**src/core/ddc_chan_regs_end.sv**
```systemverilog
// holds no logic
// assumes nothing

```
**src/core/ddc_chan_pkg.sv**
```systemverilog
// Contract
// RULE1 - Asym bit high: programmable filter runs 32 asymmetric taps, first tap on newest sample.
// RULE2 - Q-delay bit delays Q stream by one filter input sample.
// RULE3 - I-delay bit delays I stream by one filter input sample.
// RULE4 - Overflow source: 0 compensating, 1 coarse gain, 2/3 programmable filter; overflow mode only.
// RULE5 - Input select: 0-3 single-ended A-D, 4-5 differential A-B, 6-7 diagnostic.
// RULE6 - Software picking a differential input also enables the differential receivers. The bank drives no receiver enable; software must set it elsewhere.
// RULE7 - Dual format accepts only samples whose A/B flag equals the select bit.
// RULE8 - Format field: 0 14-bit, 1 16-bit, 2 12+exponent, 3 dual 12+exponent.
// RULE9 - Polarity bit inverts input sample top bit, offset binary to two's complement.
// RULE10 - On selected peak sync, copy counter to count register, then clear counter.
// RULE11 - Input peak mode compares abs of top 11 bits to quarter-step threshold.
// RULE12 - Peak mode 0 counts samples over threshold; 1 counts selected overflow.
// RULE13 - Count register holds previous sync period events; counter saturates at 255.
// RULE14 - Fine gain: low eight bits at 30, upper six at bits 0-5 of 31.
// RULE15 - Fine gain stage multiplies signal by fine gain over 1024.
// RULE16 - Fine gain is double buffered; new value applies on gain sync event.
// RULE17 - Peak counter increments at most once per processed sample clock.
// shared constants and carrier types of one down-converter channel register bank
// assumes a single 100 MHz clock and an AHB-Lite master with word-only single transfers
package ddc_chan_pkg;

    // register indices; byte address is four times the index
    localparam logic [7:0] IDX_PFILT      = 8'h1a;
    localparam logic [7:0] IDX_INPUT      = 8'h1b;
    localparam logic [7:0] IDX_PEAK_CTL   = 8'h1c;
    localparam logic [7:0] IDX_PEAK_CNT   = 8'h1d;
    localparam logic [7:0] IDX_GAIN_LO    = 8'h1e;
    localparam logic [7:0] IDX_GAIN_HI    = 8'h1f;
    localparam logic [7:0] IDX_IRQ_STATUS = 8'h20;
    localparam logic [7:0] IDX_IRQ_MASK   = 8'h21;

    // reset values
    localparam logic [7:0] RST_PFILT    = 8'h00;
    localparam logic [7:0] RST_INPUT    = 8'h00;
    localparam logic [7:0] RST_PEAK_CTL = 8'h1d;
    localparam logic [7:0] RST_GAIN     = 8'h00;

    // field positions
    localparam int PF_ASYM_BIT    = 0;
    localparam int PF_QDLY_BIT    = 1;
    localparam int PF_IDLY_BIT    = 2;
    localparam int PF_OVSRC_LSB   = 3;
    localparam int IN_SEL_LSB     = 0;
    localparam int IN_AB_BIT      = 3;
    localparam int IN_FMT_LSB     = 4;
    localparam int IN_POL_BIT     = 7;
    localparam int PK_SYNC_LSB    = 0;
    localparam int PK_THR_LSB     = 3;
    localparam int PK_MODE_BIT    = 5;
    localparam int GAIN_HI_WIDTH  = 6;
    localparam int GAIN_FRAC_BITS = 10;

    // interrupt status bits
    localparam int IRQ_SYNC_BIT = 0;
    localparam int IRQ_SAT_BIT  = 1;
    localparam int IRQ_GAIN_BIT = 2;

    localparam logic [7:0]  PEAK_MAX  = 8'hff;
    localparam logic [10:0] THR_STEP  = 11'h100;

    typedef enum logic [1:0] {
        FMT_14     = 2'h0,
        FMT_16     = 2'h1,
        FMT_12EXP  = 2'h2,
        FMT_DUAL   = 2'h3
    } format_type;

    typedef struct packed {
        logic        valid;
        logic [15:0] data;
    } sample_type;

    typedef struct packed {
        logic        valid;
        logic [15:0] i;
        logic [15:0] q;
    } iq_type;

endpackage

```
**src/core/ddc_chan_regs.sv**
```systemverilog
// register bank, input selection and formatting, peak counter and fine gain of one channel
// assumes one AHB-Lite master, sample pins asynchronous to hclk, sync and overflow strobes on hclk
//
// Added by the designer: the AHB-Lite register port.
`timescale 1ns/100ps
module ddc_chan_regs
    import ddc_chan_pkg::*;
(
    input  wire logic        hclk,                    // 100 MHz clock
    input  wire logic        hresetn,                 // async reset, active low
    input  wire logic        hsel,                    // slave select
    input  wire logic [31:0] haddr,                   // byte address
    input  wire logic [1:0]  htrans,                  // transfer type
    input  wire logic        hwrite,                  // write when high
    input  wire logic [2:0]  hsize,                   // transfer size
    input  wire logic [31:0] hwdata,                  // write data
    input  wire logic        hready,                  // bus ready
    output logic             hreadyout,               // slave ready
    output logic             hresp,                   // always okay
    output logic [31:0]      hrdata,                  // read data
    input  wire logic [15:0] port_a,                  // single-ended pin bus a
    input  wire logic [15:0] port_b,                  // single-ended pin bus b
    input  wire logic [15:0] port_c,                  // single-ended pin bus c
    input  wire logic [15:0] port_d,                  // single-ended pin bus d
    input  wire logic [15:0] diff_a,                  // differential receiver a
    input  wire logic [15:0] diff_b,                  // differential receiver b
    input  wire logic [15:0] diag_sample,             // internal diagnostic source
    input  wire logic [7:0]  sync_sources,            // sync strobes by peak sync code
    input  wire logic        gain_sync,               // selected gain sync strobe
    input  wire logic        compensating_filter_ovf, // compensating_filter overflow
    input  wire logic        coarse_ovf,              // coarse gain overflow
    input  wire logic        programmable_filter_ovf, // programmable_filter overflow
    input  wire iq_type      pfilt_in,                // programmable_filter input stream
    output iq_type           pfilt_out,               // delay-aligned filter input stream
    output logic             prog_filter_asym_enable, // filter asymmetric mode
    input  wire sample_type  gain_in,                 // fine gain input
    output sample_type       gain_out,                // fine gain output
    output sample_type       chan_sample,             // formatted channel sample
    output logic             irq                      // level interrupt
);

    // register file
    logic [7:0]  pfilt_q;
    logic [7:0]  input_q;
    logic [7:0]  peak_ctl_q;
    logic [7:0]  peak_cnt_q;
    logic [7:0]  gain_lo_q;
    logic [7:0]  gain_hi_q;
    logic [2:0]  irq_status_q;
    logic [2:0]  irq_mask_q;
    logic [13:0] gain_active_q;

    // bus data phase state
    logic        wr_pend_q;
    logic        rd_pend_q;
    logic [7:0]  bus_idx_q;

    logic        bus_take;
    logic [7:0]  wr_byte;
    logic [2:0]  wr_ones;

    // pin synchronisers: six buses of sixteen bits
    logic [15:0] pin_raw  [6];
    logic [15:0] pin_s1_q [6];
    logic [15:0] pin_s2_q [6];

    logic [15:0] raw_sel;
    logic [15:0] raw_pol;
    logic        ab_match;
    logic [15:0] fmt_data;
    logic        fmt_valid;
    format_type  fmt_mode;

    logic [7:0]  peak_ctr_q;
    logic [10:0] peak_abs;
    logic [10:0] peak_thr;
    logic        ovf_pick;
    logic        peak_hit;
    logic        peak_sync;

    logic [15:0] i_hold_q;
    logic [15:0] q_hold_q;

    logic signed [31:0] gain_prod;
    logic signed [21:0] gain_scaled;

    // input select code to pin bus index; 6 is diagnostic
    function automatic logic [2:0] port_index(input logic [2:0] sel);
        logic [2:0] idx;
        idx = 3'h6;
        case (sel)
            3'h0, 3'h1, 3'h2, 3'h3, 3'h4, 3'h5: idx = sel;
            default: idx = 3'h6;
        endcase
        return idx;
    endfunction

    // raw word to 16-bit two's complement
    function automatic logic [15:0] format_word(input logic [15:0] raw, input format_type mode);
        logic [15:0] res;
        logic [2:0]  expo;
        res  = raw;
        expo = raw[3:1];
        case (mode)
            FMT_14:   res = {raw[15:2], 2'h0};
            FMT_16:   res = raw;
            FMT_12EXP,
            FMT_DUAL: res = 16'($signed({raw[15:4], 4'h0}) >>> (3'h7 - expo));
            default:  res = raw;
        endcase
        return res;
    endfunction

    // AHB-Lite slave, zero wait states
    assign bus_take  = hsel & hready & htrans[1];
    assign hreadyout = 1'b1;
    assign hresp     = 1'b0;
    assign wr_byte   = hwdata[7:0];
    assign wr_ones   = hwdata[2:0];

    always_ff @(posedge hclk or negedge hresetn) begin
        if (!hresetn) begin
            wr_pend_q <= 1'b0;
            rd_pend_q <= 1'b0;
            bus_idx_q <= 8'h00;
        end else if (hready) begin
            wr_pend_q <= bus_take & hwrite;
            rd_pend_q <= bus_take & ~hwrite;
            bus_idx_q <= (haddr[31:10] == 22'h000000) ? haddr[9:2] : 8'hff;
        end
    end

    // read mux of register flops; unmapped words read zero
    always_comb begin
        hrdata = 32'h00000000;
        if (rd_pend_q) begin
            case (bus_idx_q)
                IDX_PFILT:      hrdata = 32'(pfilt_q);
                IDX_INPUT:      hrdata = 32'(input_q);
                IDX_PEAK_CTL:   hrdata = 32'(peak_ctl_q);
                IDX_PEAK_CNT:   hrdata = 32'(peak_cnt_q);
                IDX_GAIN_LO:    hrdata = 32'(gain_lo_q);
                IDX_GAIN_HI:    hrdata = 32'(gain_hi_q);
                IDX_IRQ_STATUS: hrdata = 32'(irq_status_q);
                IDX_IRQ_MASK:   hrdata = 32'(irq_mask_q);
                default:        hrdata = 32'h00000000;
            endcase
        end
    end

    always_ff @(posedge hclk or negedge hresetn) begin
        if (!hresetn) begin
            pfilt_q    <= RST_PFILT;
            input_q    <= RST_INPUT;
            peak_ctl_q <= RST_PEAK_CTL;
            gain_lo_q  <= RST_GAIN;
            gain_hi_q  <= RST_GAIN;
            irq_mask_q <= 3'h0;
        end else if (wr_pend_q) begin
            case (bus_idx_q)
                IDX_PFILT:     pfilt_q    <= wr_byte;
                IDX_INPUT:     input_q    <= wr_byte;
                IDX_PEAK_CTL:  peak_ctl_q <= wr_byte;
                IDX_GAIN_LO:   gain_lo_q  <= wr_byte;                             // RULE14
                IDX_GAIN_HI:   gain_hi_q  <= {2'h0, wr_byte[GAIN_HI_WIDTH-1:0]}; // RULE14
                IDX_IRQ_MASK:  irq_mask_q <= wr_ones;
                default: ;
            endcase
        end
    end

    // input path
    assign pin_raw[0] = port_a;
    assign pin_raw[1] = port_b;
    assign pin_raw[2] = port_c;
    assign pin_raw[3] = port_d;
    assign pin_raw[4] = diff_a;
    assign pin_raw[5] = diff_b;

    // pins run on converter clocks, so each bit passes two flops
    for (genvar g = 0; g < 6; g++) begin : g_pin_sync
        always_ff @(posedge hclk or negedge hresetn) begin
            if (!hresetn) begin
                pin_s1_q[g] <= 16'h0000;
                pin_s2_q[g] <= 16'h0000;
            end else begin
                pin_s1_q[g] <= pin_raw[g];
                pin_s2_q[g] <= pin_s1_q[g];
            end
        end
    end

    // the differential receiver enable lives elsewhere; software must set it too
    always_comb begin
        case (port_index(input_q[IN_SEL_LSB +: 3]))                          // RULE5
            3'h0: raw_sel = pin_s2_q[0];
            3'h1: raw_sel = pin_s2_q[1];
            3'h2: raw_sel = pin_s2_q[2];
            3'h3: raw_sel = pin_s2_q[3];
            3'h4: raw_sel = pin_s2_q[4];
            3'h5: raw_sel = pin_s2_q[5];
            default: raw_sel = diag_sample;
        endcase
    end

    assign fmt_mode  = format_type'(input_q[IN_FMT_LSB +: 2]);                // RULE8
    assign raw_pol   = {raw_sel[15] ^ input_q[IN_POL_BIT], raw_sel[14:0]};   // RULE9
    assign ab_match  = (raw_pol[0] == input_q[IN_AB_BIT]);
    assign fmt_valid = (fmt_mode != FMT_DUAL) | ab_match;                    // RULE7
    assign fmt_data  = format_word(raw_pol, fmt_mode);                       // RULE8

    always_ff @(posedge hclk or negedge hresetn) begin
        if (!hresetn) begin
            chan_sample <= '0;
        end else begin
            chan_sample.valid <= fmt_valid;
            chan_sample.data  <= fmt_data;
        end
    end

    // peak counter
    // magnitude of the top 11 bits; -1024 gives 1024 and so reaches full scale
    assign peak_abs = chan_sample.data[15] ? 11'(-$signed(chan_sample.data[15:5]))
                                           : {1'b0, chan_sample.data[14:5]};
    assign peak_thr = 11'(THR_STEP * (11'(peak_ctl_q[PK_THR_LSB +: 2]) + 11'h001)); // RULE11

    always_comb begin
        case (pfilt_q[PF_OVSRC_LSB +: 2])                                    // RULE4
            2'h0:    ovf_pick = compensating_filter_ovf;
            2'h1:    ovf_pick = coarse_ovf;
            default: ovf_pick = programmable_filter_ovf;
        endcase
    end

    // one decision per clock, so at most one increment per processed sample
    assign peak_hit  = peak_ctl_q[PK_MODE_BIT] ? ovf_pick                    // RULE12 RULE17
                                               : (chan_sample.valid & (peak_abs >= peak_thr)); // RULE11
    assign peak_sync = sync_sources[peak_ctl_q[PK_SYNC_LSB +: 3]];

    always_ff @(posedge hclk or negedge hresetn) begin
        if (!hresetn) begin
            peak_ctr_q <= 8'h00;
        end else if (peak_sync) begin
            peak_ctr_q <= {7'h00, peak_hit};                                  // RULE10
        end else if (peak_hit && peak_ctr_q != PEAK_MAX) begin
            peak_ctr_q <= peak_ctr_q + 8'h01;                                 // RULE13
        end
    end

    always_ff @(posedge hclk or negedge hresetn) begin
        if (!hresetn) begin
            peak_cnt_q <= 8'h00;
        end else if (peak_sync) begin
            peak_cnt_q <= peak_ctr_q;                                         // RULE10 RULE13
        end
    end

    // programmable filter input alignment
    assign prog_filter_asym_enable = pfilt_q[PF_ASYM_BIT];                   // RULE1

    always_ff @(posedge hclk or negedge hresetn) begin
        if (!hresetn) begin
            i_hold_q <= 16'h0000;
            q_hold_q <= 16'h0000;
        end else if (pfilt_in.valid) begin
            i_hold_q <= pfilt_in.i;
            q_hold_q <= pfilt_in.q;
        end
    end

    // a one-sample delay at the filter input is half an output sample
    always_ff @(posedge hclk or negedge hresetn) begin
        if (!hresetn) begin
            pfilt_out <= '0;
        end else begin
            pfilt_out.valid <= pfilt_in.valid;
            pfilt_out.i     <= pfilt_q[PF_IDLY_BIT] ? i_hold_q : pfilt_in.i; // RULE3
            pfilt_out.q     <= pfilt_q[PF_QDLY_BIT] ? q_hold_q : pfilt_in.q; // RULE2
        end
    end

    // fine gain
    always_ff @(posedge hclk or negedge hresetn) begin
        if (!hresetn) begin
            gain_active_q <= 14'h0000;
        end else if (gain_sync) begin
            gain_active_q <= {gain_hi_q[GAIN_HI_WIDTH-1:0], gain_lo_q};       // RULE16 RULE14
        end
    end

    assign gain_prod   = $signed(gain_in.data) * $signed({2'b00, gain_active_q});
    assign gain_scaled = 22'(gain_prod >>> GAIN_FRAC_BITS);                   // RULE15

    // clamp to 16 bits rather than wrap on large gains
    always_ff @(posedge hclk or negedge hresetn) begin
        if (!hresetn) begin
            gain_out <= '0;
        end else begin
            gain_out.valid <= gain_in.valid;
            if (gain_scaled > 22'sd32767) begin
                gain_out.data <= 16'h7fff;
            end else if (gain_scaled < -22'sd32768) begin
                gain_out.data <= 16'h8000;
            end else begin
                gain_out.data <= gain_scaled[15:0];                           // RULE15
            end
        end
    end

    // interrupts
    // hardware set wins over a same-cycle write-one clear
    always_ff @(posedge hclk or negedge hresetn) begin
        if (!hresetn) begin
            irq_status_q <= 3'h0;
        end else begin
            irq_status_q <= (irq_status_q & ~((wr_pend_q && bus_idx_q == IDX_IRQ_STATUS) ? wr_ones : 3'h0))
                          | {gain_sync,
                             peak_hit & ~peak_sync & (peak_ctr_q == PEAK_MAX - 8'h01),
                             peak_sync};
        end
    end

    assign irq = |(irq_status_q & irq_mask_q);

endmodule

```
**config.mk**
```make
export PLATFORM = sky130hd
export DESIGN_NAME = ddc_chan_regs
export DESIGN_NICKNAME = d
export VERILOG_FILES = /design/src/core/ddc_chan_regs_end.sv /design/src/core/ddc_chan_pkg.sv /design/src/core/ddc_chan_regs.sv
export SDC_FILE = /design/constraint.sdc
export NUM_CORES = 1
export LEC_CHECK = 0
export ABC_AREA = 1
export ABC_CLOCK_PERIOD_IN_PS = 9890
export BUFFER_PORTS_ARGS = -buffer_cell sky130_fd_sc_hd__buf_2
export CAP_MARGIN = 20
export CORE_MARGIN = 4
export CORE_UTILIZATION = 25
export CTS_CLUSTER_SIZE = 14
export DETAILED_ROUTE_END_ITERATION = 10
export PLACE_DENSITY = 0.48
export SLEW_MARGIN = 10
export SYNTH_ARGS = -nofsm -noshare
export SYNTH_HDL_FRONTEND = slang
export SYNTH_SLANG_ARGS = --single-unit
```
**constraint.sdc**
```tcl
create_clock -name hclk -period 9.89 [get_ports hclk]
set_input_delay 1.978 -clock hclk [delete_from_list [all_inputs] [get_ports hclk]]
set_output_delay 1.978 -clock hclk [all_outputs]
set_load 0.05 [all_outputs]
```
[Yosys cells after proc, flatten, opt, wreduce, memory -nomap -nowiden]
Index checks and enable logic that the tools add are counted.
Cells by class
  add/subtract/negate cells: 4
  multiply operators: 1
  $lt $le $gt $ge: 4
  equal/unequal tests: 26
  shift-type cells: 1
  mux-type cells: 18
  bitwise gates (word level): 15
  reduce and logical (&&, ||, !) cells: 17
Operators with widths (number)
  $pmux 16 s6: 1
  $mux 16: 4
  $pmux 8 s8: 1
  $eq 8x5->1 const B: 6
  $pmux 16 s3: 1
  $mux 32: 1
  $mul 16x15->31: 1
  $mux 8: 3
  $logic_not 22->1: 1
  $gt 21x16->1 const B: 1
  $lt 21x16->1 const B: 1
  $eq 8x6->1 const B: 2
  $sshr 16x3->16: 1
  $eq 3x2->1 const B: 4
  $eq 3x3->1 const B: 4
  $reduce_and 2->1: 6
  $ge 11x11->1: 1
  $mux 11: 1
  $neg 11->11: 1
  $add 8x1->8 const B: 1
  $eq 8x8->1 const B: 1
  $ne 8x8->1 const B: 1
  $and 1x1->1: 7
  $and 3x3->3: 2
  24 further kinds: 33
Storage, ports and cells
  register bits after elaboration: 375
  input port bits: 248

[Logic depth before layout (Yosys ltp)]
Gate-level depths: netlist of the first run.
  word-level depth: 8
  depth in mapped cells: 32
  gate-level depth less buffers: 29

[Worst setup path after synthesis of the first run]
No wires, ideal clock.
  path kind: input-to-reg
  start: input gain_in[15] (netlist name)
  end: register gain_out[10] (netlist name)
  data arrival time: 7.708 ns
  data required time: 9.825 ns
  setup slack: 2.117 ns
  cell stages on the path: 27
  buffers on the path: 2
  cell sequence: clkbuf_1 nand2_1 fa_1 inv_1 fa_1 inv_1 fa_1 fa_1 inv_1 fa_1 inv_1 fa_1 inv_1 ha_1 nand2_2 nor2_2 and2_1 and3_1 nand2_1 nand2_1 nand2_1 nand2_1 nand3_1 o21bai_4 buf_6 nand2_1 nand2_1
Between the ends
  cells in the longest elaborated chain, start to end: 4
RTL lines
  start, declared: RTL line ddc_chan_regs.sv:36  | input wire sample_type gain_in,
  $mul 16x15->31 (*): RTL line ddc_chan_regs.sv:291  | assign gain_prod = $signed(gain_in.data) * $signed({2'b00, gain_active_q});
  $lt 21x16->1: RTL line ddc_chan_regs.sv:302  | end else if (gain_scaled < -22'sd32768) begin
  $mux 16: RTL line ddc_chan_regs.sv:302
  $mux 16 (*): RTL line ddc_chan_regs.sv:300  | if (gain_scaled > 22'sd32767) begin
  end, declared: RTL line ddc_chan_regs.sv:37  | output sample_type gain_out,
Mark *: on every way between the ends. The rest lies on a longest branch, timed or not.
A chain may end at the register's enable or synchronous reset.

[Worst setup path in the final report of the first run]
  start: input gain_in[15] (netlist name)
  end: register gain_out[4] (netlist name)
The elaborated chain is that of the path after synthesis.

==> metrics, run 1 <==
status finished, final reports clean; core area 91800 µm²; Finished Cell Area 27400 µm²; worst hold path type reg -> reg; Detail Route Antenna Nets 0; Fill cells 9819; Via density 4.06; Post-CTS Resized 0; Unique masters post-synth 51; first-pass GRT wire length 100000 µm; Area Overhead vs Synth 18.0%; CP endpoint kind flip-flop; placed instance area 25800 µm²; Die X 313 µm; EDFF count, synth 0; period utilization 0.796; endpoints failing hold 0; Final setup violation count 0; total CTS buffers 43; Crit Path Max Fanout 15; Initial Utilization 0.253; post-synthesis mux area share 0.000863; Compound-Gate Fraction of Synth Area 0.0637; CP delay by family, top adder cells; R2R Setup Slk 2.73 ns; asr flop ratio synth 1.00; postcts setup bufs 0; main combinational cell family by area after synthesis adder cells; hold buffers post-CTS 0; total negative setup slack 0 ns; post-DR wirelength/cell 14.9 µm; htree depth 2; unrepaired setup endpoints after global routing no; Cells after Synth 2654; Worst path most repeated cell nand2_1; Placement Rows 111; peak per-stage delay on the critical path 0.83 ns; port bufs 294; total of max-cap violations 0; mapped cell area 23200 µm²; post-synthesis xor/xnor area fraction 0.00944; WP data required 10.39 ns; I/O pin cnt 351; arrival time at the worst endpoint 8.38 ns; worst clock skew 0.0278 ns; initial antenna violation count 20; GRT overflow 0; pin count of the biggest net entering global routing 155; GRT Util Overall 0.130; Slew Limit Fails 0; post-synthesis register bit count 375; CTS Buffer Depth 3; Max Clock Freq 0.127 GHz; clk root buf clkbuf_16; Clk pin slew, worst setup/hold paths 0.06 ns; Die Footprint 97700 µm²; Final HPWL DP 48500 µm; final WL 62400 µm; placed cell count 4111; commonest cells after routing, fill and taps aside 744 x nand2_1, 567 x inv_1, 371 x dfrtp_1, 293 x buf_2, 217 x fa_1; Mean Syn Cell Area 8.74 µm²; WHS 0.342 ns; Final GP Congestion 0.818; fin cells 4195; Worst Setup Start Kind input pin; commonest non-fill, non-tap cell in the layout nand2_1; share of cells above drive strength 1 0.142; clk_lat worst skew 0.58 ns; # clock sinks 375; Tmin final 7.88 ns; die height 313 µm; ys flop type dfrtp_1; Synth Area in Adders 0.229; Synth Area in Simple Gates 0.174; max_slew headroom 0.399; Layout Nets 3457; CP max-delay cell fa_1; slew of the pin with the lowest slew margin 0.902 ns; Buf/Inv on CP 7; DR iter-0 viols 867; 1st-pass router iterations 5; CTS tree yes; vias in the first global route 18291; Ys Warns 0; DRC 0; Seq/Total Area, Yosys 0.405; DR vias 17030; WS Path Type in -> reg
through the flow:
step,utilization,setup WS [ns]
finish,0.298,2.01
global route,0.298,1.50
CTS,0.298,1.98
detailed placement,0.281,1.35
global placement,0.281,1.36
floorplan,-,2.12
flip-flops by register name, summed over array words and instances (netlist names):
signal / flops
pin_s1_q: 96
pin_s2_q: 96
pfilt_out: 33
chan_sample: 17
gain_out: 17
i_hold_q: 16
q_hold_q: 16
gain_active_q: 14
bus_idx_q: 8
gain_lo_q: 8
input_q: 8
peak_cnt_q: 8
peak_ctl_q: 8
peak_ctr_q: 8
pfilt_q: 8
gain_hi_q: 6
irq_mask_q: 3
irq_status_q: 3
rd_pend_q: 1
wr_pend_q: 1
cell usage after synthesis, types with 2 or more instances:
cell type	count	area [µm²]
nor2_1	95	357
a221oi_1	3	26.3
o2111ai_1	2	17.5
inv_1	567	2130
nand3_2	2	20.0
a41oi_1	3	26.3
or2_2	10	62.6
o22ai_1	4	25.0
o211ai_1	5	37.5
xor2_1	16	140
o21ai_1	7	35.0
inv_2	8	30.0
fa_1	217	4340
xnor2_1	9	78.8
o21ai_2	2	17.5
buf_2	11	55.1
o21ai_0	152	761
buf_6	3	33.8
clkinv_1	2	7.51
nor4_1	8	50.1
a22o_1	3	26.3
nor3_2	2	20.0
o21bai_1	5	37.5
nand2_1	744	2790
mux2i_1	2	20.0
clkbuf_1	68	255
nand3_1	82	410
a21oi_1	80	400
nand3b_1	3	22.5
dfrtp_1	371	9280
conb_1	2	7.51
ha_1	78	976
nand4_1	13	81.3
and3_1	3	18.8
nor2_4	2	22.5
nor3_1	10	50.1
dfstp_2	4	105
a31oi_1	4	25.0
nor2_2	5	31.3
nand2_2	8	50.1
buf_4	29	218
routing by layer:
metal / GRT usage / routed length, µm
met5: 0 / 120
met4: 0.0319 / 1280
met3: 0.0378 / 4200
met2: 0.224 / 30500
met1: 0.159 / 26300
logic make-up after synthesis:
| kind of cell | after synthesis |
|---|---|
| multiplexers | 2 |
| AO/OA/AOI/OAI | 274 |
| adder cells (fa/ha/maj) | 295 |
| buffers and inverters | 689 |
| AND/OR/NAND/NOR | 992 |
| other | 2 |
| flip-flops | 375 |
| XOR/XNOR | 25 |
worst paths after layout:
check | depth (start not counted) | to | from
worst min register to register | 0 | pin_s2_q[27] | pin_s1_q[27]
worst min-delay path | 0 | pin_s2_q[27] | pin_s1_q[27]
worst max register to register | 26 | gain_out[4] | gain_active_q[0]
max in group asynchronous | 2 | pin_s2_q[70] | hresetn
min in group asynchronous | 1 | q_hold_q[7] | hresetn
worst max-delay path | 27 | gain_out[4] | gain_in[15]
cell type report:
type                       instances  area, µm²  share of cell area
tap                             1243       1560              0.0568
multi-input combinational       1614      11200               0.408
inverter                         577       2170              0.0791
antenna                            6       15.0            0.000548
clock inverter                    17        270             0.00987
clock buffer                      60       1240              0.0453
timing repair buffer             303       1570              0.0575
sequential                       375       9390               0.343
Power of run 1 is left out: the tool's default activity adds up to more than one toggle a clock period on the data nets, which glitch-free logic cannot reach.
==> run 2, diff against run 1 <==
Settings changed: ABC_CLOCK_PERIOD_IN_PS 9890 to 7150, PLACE_DENSITY 0.48 to 0.5.
Clock period 9.89 ns to 7.15 ns, I/O delays scaled along.
==> metrics, run 2 (synthesis results as in run 1) <==
status finished, final reports clean; CP endpoint gain_out[4]; Crit Path Max Fanout 15; unrepaired setup endpoints after global routing no; arrival time at the worst endpoint 7.07 ns; final WL 61600 µm; top flop regs pin_s1_q x96, pin_s2_q x96, pfilt_out x33; worst hold path type reg -> reg; Layout Nets 3497; CTS Buffer Depth 3; peak per-stage delay on the critical path 0.57 ns; total CTS buffers 42; commonest cells after routing, fill and taps aside 744 x nand2_1, 567 x inv_1, 371 x dfrtp_1, 293 x buf_2, 216 x fa_1; fin cells 4237; total of max-cap violations 0; initial antenna violation count 20; share of cells above drive strength 1 0.154; Detail Route Antenna Nets 0; GRT overflow 0; first-pass GRT wire length 99400 µm; Final GP Congestion 0.824; WS Path Type in -> reg; Final HPWL DP 48800 µm; R2R Setup Slk 0.67 ns; max_slew headroom 0.400; CP endpoint kind flip-flop; clk_lat worst skew 0.61 ns; Buf/Inv on CP 7; Die Footprint 97700 µm²; vias in the first global route 18113; Max Clock Freq 0.151 GHz; CP delay by family, top adder cells; Post-CTS Resized 0; CTS tree yes; pin count of the biggest net entering global routing 144; FF-to-FF End gain_out[4]; port bufs 294; core area 91800 µm²; Critical Path Start gain_in[15]; GRT Util Overall 0.128; DR iter-0 viols 783; Clk pin slew, worst setup/hold paths 0.06 ns; # clock sinks 375; global routing usage on met3 0.0349; Worst Setup Start Kind input pin; htree depth 2; worst clock skew 0.0565 ns; met2 Resource Use GR 0.221; WP data required 7.58 ns; CP Depth 25; Via density 4.06; postcts setup bufs 0; post-DR wirelength/cell 14.5 µm; hold buffers post-CTS 0; CP max-delay cell fa_1; met1 usage 0.160; commonest non-fill, non-tap cell in the layout nand2_1; worst r2r src gain_active_q[2]; Tmin final 6.64 ns; Slew Limit Fails 0; gr busiest metal met2; Area Overhead vs Synth 19.7%; Fill cells 9786; Initial Utilization 0.253; Placement Rows 111; reg2reg path depth 23; slew of the pin with the lowest slew margin 0.900 ns; clk root buf clkbuf_16; DRC 0; period utilization 0.929; die height 313 µm; DR vias 17210; Final setup violation count 0; 1st-pass router iterations 5; endpoints failing hold 0; placed cell count 4153; Die X 313 µm; I/O pin cnt 351
==> run 2: cell count changes in the layout (fill, tap and decap cells not counted), sizes merged <==
cell,change
buf,+41
clkinvlp,-1
bufinv,+1
inv,-1
diode,+2
==> run 2: worst min path at each step <==
| stage | slack (ns) | startpoint | to | cells past startpoint |
|---|---|---|---|---|
| floorplan | 0.33 | pin_s1_q[0] | pin_s2_q[0] | 0 |
| global placement | 0.33 | pin_s1_q[87] | pin_s2_q[87] | 0 |
| detailed placement | 0.33 | pin_s1_q[10] | pin_s2_q[10] | 0 |
| CTS | 0.31 | pin_s1_q[29] | pin_s2_q[29] | 0 |
| global route | 0.32 | pin_s1_q[70] | pin_s2_q[70] | 0 |
| finish | 0.32 | pin_s1_q[70] | pin_s2_q[70] | 0 |
==> run 2: worst reg2reg max path, stage by stage, from the launching register on <==
cell and delay (ns):
dfrtp_1 0.86, nand2_1 0.16, fa_1 0.57, inv_1 0.09, fa_2 0.59, inv_1 0.11
fa_1 0.50, fa_1 0.54, inv_1 0.05, fa_1 0.47, inv_1 0.05, fa_1 0.50
inv_1 0.04, ha_1 0.34, a21oi_1 0.25, nor2_1 0.06, nor2_1 0.11, nand2_1 0.06
a21oi_1 0.20, nand3_1 0.14, a21oi_1 0.17, nand3_1 0.11, nand2_2 0.23, nand2_1 0.12
==> run 2: final cells by class <==
| cell class | instances | area (µm²) | share of cell area |
|---|---|---|---|
| Antenna cell | 8 | 20.0 | 0.000721 |
| Clock buffer | 60 | 1220 | 0.0439 |
| Clock inverter | 16 | 325 | 0.0117 |
| Inverter | 577 | 2170 | 0.0780 |
| Multi-Input combinational cell | 1614 | 11200 | 0.402 |
| Sequential cell | 375 | 9390 | 0.338 |
| Tap cell | 1243 | 1560 | 0.0560 |
| Timing Repair Buffer | 344 | 1920 | 0.0691 |
==> run 2: per-stage QoR <==
| stage | hold slack, ns | setup TNS (ns) | setup slack, ns | instance area, µm² | utilization |
|---|---|---|---|---|---|
| floorplan | 0.331 | 0 | 0.0198 | 23300 | - |
| global placement | 0.331 | -0.340 | -0.0524 | 26200 | 0.285 |
| detailed placement | 0.335 | -0.380 | -0.0626 | 26200 | 0.285 |
| CTS | 0.310 | 0 | 0.545 | 27700 | 0.302 |
| global route | 0.323 | 0 | 0.0976 | 27800 | 0.302 |
| finish | 0.322 | 0 | 0.509 | 27800 | 0.302 |
==> run 2: layer usage <==
layer	up-vias	routed length (µm)
met3	87	4150
met4	12	1260
met2	378	29900
li1	8479	-
met1	8254	26300
met5	-	76
Power of run 2 is left out for the same reason.
==> run 3, diff against run 2 <==
--- a/config.mk
+++ b/config.mk
@@ -12,4 +12,5 @@
 export CORE_MARGIN = 4
 export CORE_UTILIZATION = 25
+export CTS_CLUSTER_DIAMETER = 30
 export CTS_CLUSTER_SIZE = 14
 export DETAILED_ROUTE_END_ITERATION = 10
==> constraint.sdc (replaced) <==
create_clock -name hclk -period 7.15 [get_ports hclk]
set_input_delay 0.3575 -clock hclk [delete_from_list [all_inputs] [get_ports hclk]]
set_output_delay 0.3575 -clock hclk [all_outputs]
set_load 0.05 [all_outputs]
==> metrics, run 3 (synthesis results as in run 1) <==
CP max-delay cell dfrtp_1; Max Clock Freq 0.155 GHz; register area 9390 µm²; area taken by multi-input logic gates 11200 µm²; clk_lat worst skew 0.64 ns; Worst path most repeated cell nand2_1; peak per-stage delay on the critical path 0.87 ns; GRT Util Overall 0.134; WS Path Type reg -> reg; top flop regs pin_s1_q x96, pin_s2_q x96, pfilt_out x33; period utilization 0.904; I/O pin cnt 351; htree depth 3; DR vias 17911; postcts setup bufs 0; Layout Nets 3637; die height 313 µm; initial antenna violation count 9; total of max-cap violations 0; Placement Rows 111; commonest cells after routing, fill and taps aside 744 x nand2_1, 567 x inv_1, 371 x dfrtp_1, 293 x buf_2, 217 x fa_1; Area Overhead vs Synth 30.0%; CP endpoint kind flip-flop; port bufs 294; unrepaired setup endpoints after global routing no; GRT overflow 0; pre-CTS WS 0.615 ns; share of cells above drive strength 1 0.155; DRC 0; worst clock skew 0.0437 ns; final WL 64200 µm; Crit Path Max Fanout 17; WP data required 7.68 ns; worst hold path type in -> reg; total negative setup slack 0 ns; Worst Setup Start Kind flip-flop; pin count of the biggest net entering global routing 150; CP delay by family, top adder cells; Clk pin slew, worst setup/hold paths 0.04 ns; Buf/Inv on CP 6; first-pass GRT wire length 104000 µm; endpoints failing hold 0; max_slew headroom 0.399; Detail Route Antenna Nets 0; CTS Buffer Depth 3; reg2reg path depth 26; total CTS buffers 79; CP endpoint gain_out[2]; hold buffers post-CTS 140; commonest non-fill, non-tap cell in the layout nand2_1; Critical Path Start gain_active_q[5]; slew of the pin with the lowest slew margin 0.899 ns; placed cell count 4116; # clock sinks 375; fin cells 4404; Final setup violation count 0; Initial Utilization 0.253; final worst slack 0.690 ns; worst r2r src gain_active_q[5]; CP Depth 26; Final GP Congestion 0.825; WHS Path Cells 3; Die X 313 µm; status finished, final reports clean; Fill cells 9542; Post-CTS Resized 0; Final HPWL DP 48400 µm; CTS tree yes; core area 91800 µm²; clk root buf clkbuf_16; DR iter-0 viols 852; FF-to-FF End gain_out[2]; Via density 4.07; Slew Limit Fails 0; Die Footprint 97700 µm²; R2R Setup Slk 0.69 ns; 1st-pass router iterations 5; Tmin final 6.46 ns; vias in the first global route 19227; arrival time at the worst endpoint 6.99 ns; post-DR wirelength/cell 14.6 µm
==> run 3: cell count changes in the layout (fill, tap and decap cells not counted), moves of 3 or more <==
cell,previous run,this run
buf_12,5,2
buf_4,45,11
bufinv_16,6,11
clkbuf_16,42,79
clkinv_2,2,12
clkinvlp_4,1,6
diode_2,8,5
dlygate4sd3_1,0,140
inv_6,0,4
==> run 3: cell type report <==
type	instances	area share
antenna	5	0.000415
sequential	375	0.311
multi-input combinational	1614	0.370
inverter	577	0.0718
clock inverter	45	0.0234
timing repair buffer	447	0.0996
clock buffer	98	0.0716
tap	1243	0.0516
==> run 3: stage by stage <==
step	utilization	hold WS (ns)	cell area, µm²
2_1_floorplan	-	0.0619	23300
3_3_place_gp	0.282	0.332	25900
3_5_place_dp	0.282	0.335	25900
4_1_cts	0.328	0.00641	30200
5_1_grt	0.329	0.0429	30200
6_report	0.329	0.0446	30200
==> run 3: layer usage <==
metal	share of wire	vias up	wire, µm	global-route usage
met5	0.00053	-	34	0
met1	0.42	8578	26900	0.161
li1	-	8789	-	-
met2	0.50	431	31900	0.235
met3	0.060	107	3850	0.0337
met4	0.025	6	1620	0.0441
==> run 3: worst min path at each step <==
stage,startpoint,to,slack [ns]
2_1_floorplan,hresetn,bus_idx_q[0],0.06
4_1_cts,htrans[1],wr_pend_q,0.006
5_1_grt,htrans[1],wr_pend_q,0.04
6_report,htrans[1],wr_pend_q,0.04
3_5_place_dp,pin_s1_q[24],pin_s2_q[24],0.33
3_3_place_gp,pin_s1_q[17],pin_s2_q[17],0.33
==> run 3: tightest hold or removal path, cell delays in order <==
cell and delay [ns]:
buf_2 0.10, nand3_1 0.09, o21ai_0 0.07
Power of run 3 is left out for the same reason.
